`src/logic/cgu_regs.vh`:
```
// Constants of the clock mode generation unit
`ifndef CGU_REGS_VH
`define CGU_REGS_VH

// ----------------------------------------------------------------------------
// Clock modes
// ----------------------------------------------------------------------------
`define CGU_MODE_W          2
`define CGU_MODE_DIRECT     2'h0
`define CGU_MODE_PRESCALER  2'h1
`define CGU_MODE_PLL        2'h2
`define CGU_MODE_PLL_BASE   2'h3

// ----------------------------------------------------------------------------
// Switch sequencer states
// ----------------------------------------------------------------------------
`define CGU_ST_W            2
`define CGU_ST_RUN          2'h0
`define CGU_ST_PARK         2'h1
`define CGU_ST_SETTLE       2'h2

// ----------------------------------------------------------------------------
// Reset values
// ----------------------------------------------------------------------------
`define CGU_RST_MODE        2'h0
`define CGU_RST_STATE       2'h0

`endif

```
`src/logic/cgu_divider.v`:
```
// Edge-counting clock divider with factor taken only at period end
`timescale 1ns/1ps

module cgu_divider #(
   parameter FW = 8
) (
   input  wire          clock,
   input  wire          rst,
   input  wire          source,
   input  wire [FW-1:0] factor,
   output reg           out_level
);

   reg          source_q;
   reg [FW-1:0] count;
   reg [FW-1:0] held;
   wire         rise;
   wire [FW-1:0] last;
   wire [FW-1:0] next_count;
   wire [FW-1:0] half;
   wire         wrap;

   assign rise       = source & ~source_q;
   assign last       = (held <= {{(FW-1){1'b0}}, 1'b1}) ? {FW{1'b0}} : held - 1'b1;
   assign wrap       = (count >= last);
   assign next_count = wrap ? {FW{1'b0}} : count + 1'b1;
   assign half       = held >> 1;

   always @(posedge clock or posedge rst) begin
      if (rst) begin
         source_q  <= 1'b0;
         count     <= {FW{1'b0}};
         held      <= {{(FW-1){1'b0}}, 1'b1};
         out_level <= 1'b0;
      end else begin
         source_q <= source;
         if (rise) begin
            count <= next_count;
            // New factor only at a period boundary
            if (wrap)
               held <= (factor == {FW{1'b0}}) ? {{(FW-1){1'b0}}, 1'b1} : factor;
         end
         if (held <= {{(FW-1){1'b0}}, 1'b1})
            out_level <= source;
         else if (rise)
            out_level <= (next_count < half);
      end
   end

endmodule // cgu_divider

```
`src/logic/cgu_clock_mode_generation_unit.v`:
```
// Clock mode generation: dividers, phase detector, safe mode switch, gating
`timescale 1ns/1ps
`include "cgu_regs.vh"

module cgu_clock_mode_generation_unit #(
   parameter PW      = 4,
   parameter NW      = 8,
   parameter KW      = 4,
   parameter MODULES = 4
) (
   input  wire                  clock,
   input  wire                  rst,
   input  wire                  oscillator_input_pin,
   input  wire                  vco_clock,
   input  wire [`CGU_MODE_W-1:0] hw_mode_strap,
   input  wire                  mode_by_software,
   input  wire [`CGU_MODE_W-1:0] sw_mode,
   input  wire [PW-1:0]         p_factor,
   input  wire [NW-1:0]         n_factor,
   input  wire [KW-1:0]         k_factor,
   input  wire                  sleep_request,
   input  wire                  power_down_request,
   input  wire [MODULES-1:0]    sleep_run_mask,
   output reg                   cpu_clock,
   output reg                   system_bus_clock,
   output reg  [MODULES-1:0]    module_clock,
   output reg                   vco_enable,
   output reg                   vco_base_mode,
   output reg                   pll_up,
   output reg                   pll_down,
   output reg  [`CGU_MODE_W-1:0] active_mode,
   output wire                  switch_busy
);

   // -------------------------------------------------------------------------
   // Mode request
   // -------------------------------------------------------------------------
   reg [`CGU_MODE_W-1:0] strap_mode;
   reg                   strap_taken;
   wire [`CGU_MODE_W-1:0] requested;

   always @(posedge clock or posedge rst) begin
      if (rst) begin
         strap_mode  <= `CGU_RST_MODE;
         strap_taken <= 1'b0;
      end else if (!strap_taken) begin
         // Strap caught on the first edge after release
         strap_mode  <= hw_mode_strap;
         strap_taken <= 1'b1;
      end
   end

   assign requested = mode_by_software ? sw_mode : strap_mode;

   // -------------------------------------------------------------------------
   // Divider chain
   // -------------------------------------------------------------------------
   wire osc_div_p;
   wire pre_div_k;
   wire vco_div_n;
   wire vco_div_k;

   cgu_divider #(.FW(PW)) u_p_div (
      .clock     (clock),
      .rst       (rst),
      .source    (oscillator_input_pin),
      .factor    (p_factor),
      .out_level (osc_div_p)
   );

   cgu_divider #(.FW(KW)) u_k_pre (
      .clock     (clock),
      .rst       (rst),
      .source    (osc_div_p),
      .factor    (k_factor),
      .out_level (pre_div_k)
   );

   cgu_divider #(.FW(NW)) u_n_div (
      .clock     (clock),
      .rst       (rst),
      .source    (vco_clock),
      .factor    (n_factor),
      .out_level (vco_div_n)
   );

   cgu_divider #(.FW(KW)) u_k_vco (
      .clock     (clock),
      .rst       (rst),
      .source    (vco_clock),
      .factor    (k_factor),
      .out_level (vco_div_k)
   );

   // -------------------------------------------------------------------------
   // Phase detector between P-divided reference and N-divided feedback
   // -------------------------------------------------------------------------
   reg  ref_q;
   reg  fb_q;
   wire ref_rise;
   wire fb_rise;
   wire loop_on;

   assign ref_rise = osc_div_p & ~ref_q;
   assign fb_rise  = vco_div_n & ~fb_q;
   assign loop_on  = (active_mode == `CGU_MODE_PLL) && !power_down_request;

   always @(posedge clock or posedge rst) begin
      if (rst) begin
         ref_q    <= 1'b0;
         fb_q     <= 1'b0;
         pll_up   <= 1'b0;
         pll_down <= 1'b0;
      end else begin
         ref_q <= osc_div_p;
         fb_q  <= vco_div_n;
         if (!loop_on) begin
            pll_up   <= 1'b0;
            pll_down <= 1'b0;
         end else if ((ref_rise | pll_up) & (fb_rise | pll_down)) begin
            // Both edges seen: reset the detector
            pll_up   <= 1'b0;
            pll_down <= 1'b0;
         end else begin
            pll_up   <= pll_up | ref_rise;
            pll_down <= pll_down | fb_rise;
         end
      end
   end

   // -------------------------------------------------------------------------
   // Source select
   // -------------------------------------------------------------------------
   reg [`CGU_MODE_W-1:0] target;
   reg                   select_level;
   reg                   target_level;

   function mode_level;
      input [`CGU_MODE_W-1:0] mode;
      input                   direct;
      input                   pre;
      input                   vco;
      begin
         case (mode)
            `CGU_MODE_DIRECT:    mode_level = direct;
            `CGU_MODE_PRESCALER: mode_level = pre;
            `CGU_MODE_PLL:       mode_level = vco;
            `CGU_MODE_PLL_BASE:  mode_level = vco;
            default:             mode_level = direct;
         endcase
      end
   endfunction

   always @* begin
      select_level = mode_level(active_mode, oscillator_input_pin, pre_div_k, vco_div_k);
      target_level = mode_level(target, oscillator_input_pin, pre_div_k, vco_div_k);
   end

   // -------------------------------------------------------------------------
   // Switch sequencer
   // -------------------------------------------------------------------------
   reg [`CGU_ST_W-1:0] state;
   reg                 source_gate;
   wire                mux_level;

   assign mux_level   = select_level & source_gate;
   assign switch_busy = (state != `CGU_ST_RUN);

   always @(posedge clock or posedge rst) begin
      if (rst) begin
         state       <= `CGU_RST_STATE;
         active_mode <= `CGU_RST_MODE;
         target      <= `CGU_RST_MODE;
         source_gate <= 1'b1;
      end else begin
         case (state)
            `CGU_ST_RUN: begin
               if (strap_taken && requested != active_mode) begin
                  target <= requested;
                  state  <= `CGU_ST_PARK;
               end
            end
            `CGU_ST_PARK: begin
               // Old source parked only while low
               if (!select_level) begin
                  source_gate <= 1'b0;
                  active_mode <= target;
                  state       <= `CGU_ST_SETTLE;
               end
            end
            `CGU_ST_SETTLE: begin
               // New source released only while low, next pulse is whole
               if (!target_level) begin
                  source_gate <= 1'b1;
                  state       <= `CGU_ST_RUN;
               end
            end
            default: begin
               state       <= `CGU_ST_RUN;
               source_gate <= 1'b1;
            end
         endcase
      end
   end

   // -------------------------------------------------------------------------
   // VCO control
   // -------------------------------------------------------------------------
   reg sys_gate;

   always @(posedge clock or posedge rst) begin
      if (rst) begin
         vco_enable    <= 1'b0;
         vco_base_mode <= 1'b0;
      end else begin
         // VCO stops only once the gates closed on a low level
         vco_enable    <= !power_down_request | sys_gate;
         vco_base_mode <= (target == `CGU_MODE_PLL_BASE);
      end
   end

   // -------------------------------------------------------------------------
   // Output gating for sleep and power-down
   // -------------------------------------------------------------------------
   reg               cpu_gate;
   reg [MODULES-1:0] module_gate;

   always @(posedge clock or posedge rst) begin
      if (rst) begin
         cpu_gate         <= 1'b1;
         sys_gate         <= 1'b1;
         cpu_clock        <= 1'b0;
         system_bus_clock <= 1'b0;
      end else begin
         // Gates move only while the selected clock is low
         if (!mux_level) begin
            cpu_gate <= !(sleep_request | power_down_request);
            sys_gate <= !power_down_request;
         end
         cpu_clock        <= mux_level & cpu_gate;
         system_bus_clock <= mux_level & sys_gate;
      end
   end

   genvar gi;
   generate
      for (gi = 0; gi < MODULES; gi = gi + 1) begin : g_module
         always @(posedge clock or posedge rst) begin
            if (rst) begin
               module_gate[gi]  <= 1'b1;
               module_clock[gi] <= 1'b0;
            end else begin
               if (!mux_level)
                  module_gate[gi] <= !power_down_request &
                                     (!sleep_request | sleep_run_mask[gi]);
               module_clock[gi] <= mux_level & module_gate[gi];
            end
         end
      end
   endgenerate

endmodule // cgu_clock_mode_generation_unit

```
`config.mk`:
```
export PLATFORM = sky130hd
export DESIGN_NAME = cgu_clock_mode_generation_unit
export DESIGN_NICKNAME = d
export VERILOG_FILES = /design/src/logic/cgu_divider.v /design/src/logic/cgu_clock_mode_generation_unit.v
export VERILOG_INCLUDE_DIRS = /design/src /design/src/logic
export SDC_FILE = /design/constraint.sdc
export NUM_CORES = 1
export LEC_CHECK = 0
export ABC_AREA = 1
export BUFFER_PORTS_ARGS = -buffer_cell sky130_fd_sc_hd__buf_2
export CAP_MARGIN = 20
export CELL_PAD_IN_SITES_DETAIL_PLACEMENT = 1
export CELL_PAD_IN_SITES_GLOBAL_PLACEMENT = 1
export CORE_MARGIN = 5
export CORE_UTILIZATION = 45
export DETAILED_ROUTE_END_ITERATION = 16
export GPL_TIMING_DRIVEN = 0
export PLACE_DENSITY_LB_ADDON = 0.1
export SLEW_MARGIN = 20
export SYNTH_ARGS = -nofsm -noshare
export SYNTH_HDL_FRONTEND = slang
export SYNTH_HIERARCHICAL = 1
export SYNTH_SLANG_ARGS = --single-unit
```
`constraint.sdc`:
```
create_clock -name clock -period 3.5 [get_ports clock]
set_input_delay 0.175 -clock clock [delete_from_list [all_inputs] [get_ports clock]]
set_output_delay 0.175 -clock clock [all_outputs]
set_load 0.02 [all_outputs]
```
==> summary.txt <==
Status
  • Status: completed

Power
  • Seq pwr share: 28.3%
  • Net Sw Power: between 2 and 3 mW
  • Internal power: between 2 and 3 mW
  • Clock power frac: about 11%
  • Leakage: approximately 3.0 nW
  • Cell Pwr Density: between 1000 and 1500 nW/um^2
  • VDD IR max: between 400 and 500 uV
  • Sw frac: 49.4%
  • Comb pwr share: between 60 and 70%

Yosys
  • Syn Std Cell Area: around 4800 sq um
  • Ys async rst share: 100%
  • Syn avg cell area: 7.82 sq um
  • Seq/Total Area, Yosys: 39.6%
  • YS warnings: 6
  • Main flop type after synthesis: dfrtp_1
  • Largest cells by area after synthesis: dfrtp_1, nand2_1, ha_1
  • Count of different cell masters after synthesis: 37
  • Yosys top cell area share: roughly 34%
  • Post-synthesis instance total: between 600 and 700
  • Area leader, netlist: dfrtp_1
  • EDFF count, synth: 0
  • Flops & latches, synth: 76
  • Post-Syn Nets: just under 700

Critical path
  • Crit start category: flip-flop
  • CP Capture Type: flip-flop
  • Buf/Inv on CP: 4
  • Crit path max-delay cell type: dfstp_2
  • Delay-heaviest family, CP: simple AND/OR/NAND/NOR gates
  • CP arrival: 3460 ps
  • Kind of critical path: flip-flop to flip-flop
  • Most used cell, CP: nand2_1
  • Critical Path, Cell by Cell: inv_1 > ha_1 > nor2_2 > nor3_4 > inv_2 > nand3_1 > ha_1 > a21o_1 > nor2_2 > nand3_2 > inv_2 > o21ai_0 > a21oi_2 > ha_1 > nand2_1 > inv_1 > nand2_1 > nand2_1 > nand2_1 > nand2_1 > nand2_1
  • Slowest stage delay, CP: 560 ps
  • Req. time, crit path: around 3800 ps
  • Critical path fanouts, max: 6

Timing
  • Hold Slack: 18.3 ps
  • Slew Limit Fails: 0
  • Slew margin rel.: 51.4%
  • Period utilization: about 90%
  • Final Skew: between 10 and 15 ps
  • Min cycle time layout: 3170 ps
  • Maximum clock frequency: around 320 MHz
  • Final hold vios: 0
  • Setup violations, final: 0
  • RSZ-0062 raised after global routing: false
  • Worst Tran Pin Value: approximately 730 ps
  • Final setup TNS: 0 ps

CTS
  • Clock root buffer: clkbuf_8
  • CTS tree: built
  • Clock Latency Late Sink: roughly 350 ps
  • H-tree depth: 3
  • Clk buf depth: 2
  • Worst-path clk slew: approximately 90 ps
  • CTS Sinks: between 70 and 80
  • Number of buffers created by CTS: 9

Placed design
  • Port bufs: 43
  • # placed instances: around 800
  • HPWL after DPL: around 9000 microns
  • Placed cell area: 5220 sq um
  • Global placement routability congestion: 0.783

Final layout
  • Commonest non-fill, non-tap cell in the layout: nand2_1
  • Layout Nets: roughly 750
  • Leading cell types in the layout, fill and taps excluded: nand2_1, inv_1, dfrtp_1, ha_1, buf_2
  • Design area: ~5500 sq um
  • Number of fill cells in the layout: roughly 1300
  • Ant diodes: 0
  • Final std cells w/o fill: 820
  • Area growth syn-to-layout: 13.1%
  • Fraction of layout cells with a size suffix above 1: 20.9%

Detailed routing
  • Post-detailed-route wirelength per cell: 13.6 microns
  • Met3 wire length: approximately 290 microns
  • Vias: 4085
  • Via-to-Cell Ratio: around 5
  • Pre-antenna DRT Iters: 4
  • Top routing layer in use: met4
  • Routed wl met2: roughly 5700 microns
  • Wire length on met1: slightly above 5000 microns
  • Routed WL: 11200 microns
  • DRT iter0 DRCs: ~140
  • Routed Antenna Nets: 0
  • DRC: 0

Global routing
  • Initial antenna violation count: 0
  • Gr ovfl total: 0
  • Gr usage total: a little under a fifth
  • Number of global-route vias before repair: between 4000 and 5000
  • Pin count of the biggest net entering global routing: 29
  • Global-route wire length before repair: 19900 microns

Floorplan
  • I/O Pins: 44
  • FP Rows: 37
  • DIE AREA: between 10000 and 15000 sq um
  • Core Box Area: about 10000 sq um
  • Die height: approximately 110 microns
  • Initial Util: 46.5%
  • Die X: roughly 110 microns

Hold path
  • Path type of the worst min-delay path: input port to flip-flop

Job
  • Maxcap violations: 0
## metrics by stage
step,power (mW),setup WS (ps),util [%]
5_1_grt,6.30,18.6,52.5
6_report,5.63,335,52.5
3_3_place_gp,4.75,227,50.2
2_1_floorplan,4.17,677,-
3_5_place_dp,5.00,148,50.2
4_1_cts,5.68,100,52.3
## repair_timing
| item | 4_1_cts | 5_1_grt |
|---|---|---|
| buffers inserted | 0 | 2 |
| endpoints found under the setup margin | 0 | 1 |
| endpoints found under the hold margin | 30 | 0 |
| gates resized for setup | 0 | 4 |
| hold buffers | 4 | 0 |
## worst paths after layout
check / start / to / slack, ps / cells after the start
max: u_n_div/held[0]$_DFFE_PP1P_ / u_n_div/out_level$_DFFE_PP0P_ / 330 / 21
min: vco_clock / u_n_div/source_q$_DFF_PP0_ / 20 / 1
max reg2reg: u_n_div/held[0]$_DFFE_PP1P_ / u_n_div/out_level$_DFFE_PP0P_ / 330 / 21
min reg2reg: u_n_div/out_level$_DFFE_PP0P_ / fb_q$_DFF_PP0_ / 460 / 0
max in group asynchronous: rst / u_n_div/count[6]$_DFFE_PP0P_ / 2490 / 3
min in group asynchronous: rst / u_p_div/held[2]$_DFFE_PP0P_ / 410 / 3
## per-layer routing
layer,vias to the layer above,GRT usage (%)
met4,0,4.57
li1,2058,-
met1,1982,23.5
met3,7,2.71
met5,-,0
met2,38,34.0
## power groups by stage
| stage | logic (mW) | clock network (mW) | registers, mW |
|---|---|---|---|
| finish | 3.40 | 0.632 | 1.59 |
| detailed placement | 3.39 | 0 | 1.61 |
| CTS | 3.43 | 0.654 | 1.59 |
| global route | 3.96 | 0.695 | 1.65 |
| global placement | 3.17 | 0 | 1.58 |
| floorplan | 2.61 | 0 | 1.56 |
## area by class of cell
cell class              count  area [sq um]  share of cell area (%)
plain buffers               1          3.75                  0.0686
clock buffers               9           124                    2.26
clock inverters             7          58.8                    1.07
inverters                 125           469                    8.57
multi-input cells         417          2460                    45.0
flip-flops and latches     76          1920                    35.0
well taps                 136           170                    3.11
repair buffers             49           270                    4.94
## registers in the layout, summed over array words and instances (netlist names), 2 cells and up
register         count
module_gate          4
strap_mode           2
module_clock         4
u_n_div/held         8
u_k_vco/held         4
u_p_div/held         4
u_k_pre/count        4
active_mode          2
u_k_vco/count        4
u_k_pre/held         4
state                2
u_n_div/count        8
u_p_div/count        4
mode_level.mode      2
## cell families after synthesis
logic type | after synthesis | synth area share (%)
buf+inv | 126 | 9.77
other cells | 1 | 0.0775
fa+ha+maj | 44 | 11.4
xor+xnor | 7 | 1.27
flops | 76 | 39.6
mux | 3 | 0.931
simple gates | 272 | 25.7
compound gates | 90 | 11.3
## cell usage after synthesis, types with 4 or more instances
cell,count
nand2_2,13
o21ai_1,18
o21ai_0,32
nand4_1,6
nand2_4,4
inv_1,117
inv_2,8
o21ai_2,7
or2_2,7
nand2_1,151
nor2_2,7
nor2_1,42
ha_1,44
a21oi_2,5
dfrtp_1,65
a21oi_1,15
xor2_1,7
nand3_1,26
dfstp_2,11
nand3_2,7
Power figures use the tool's default switching activity.
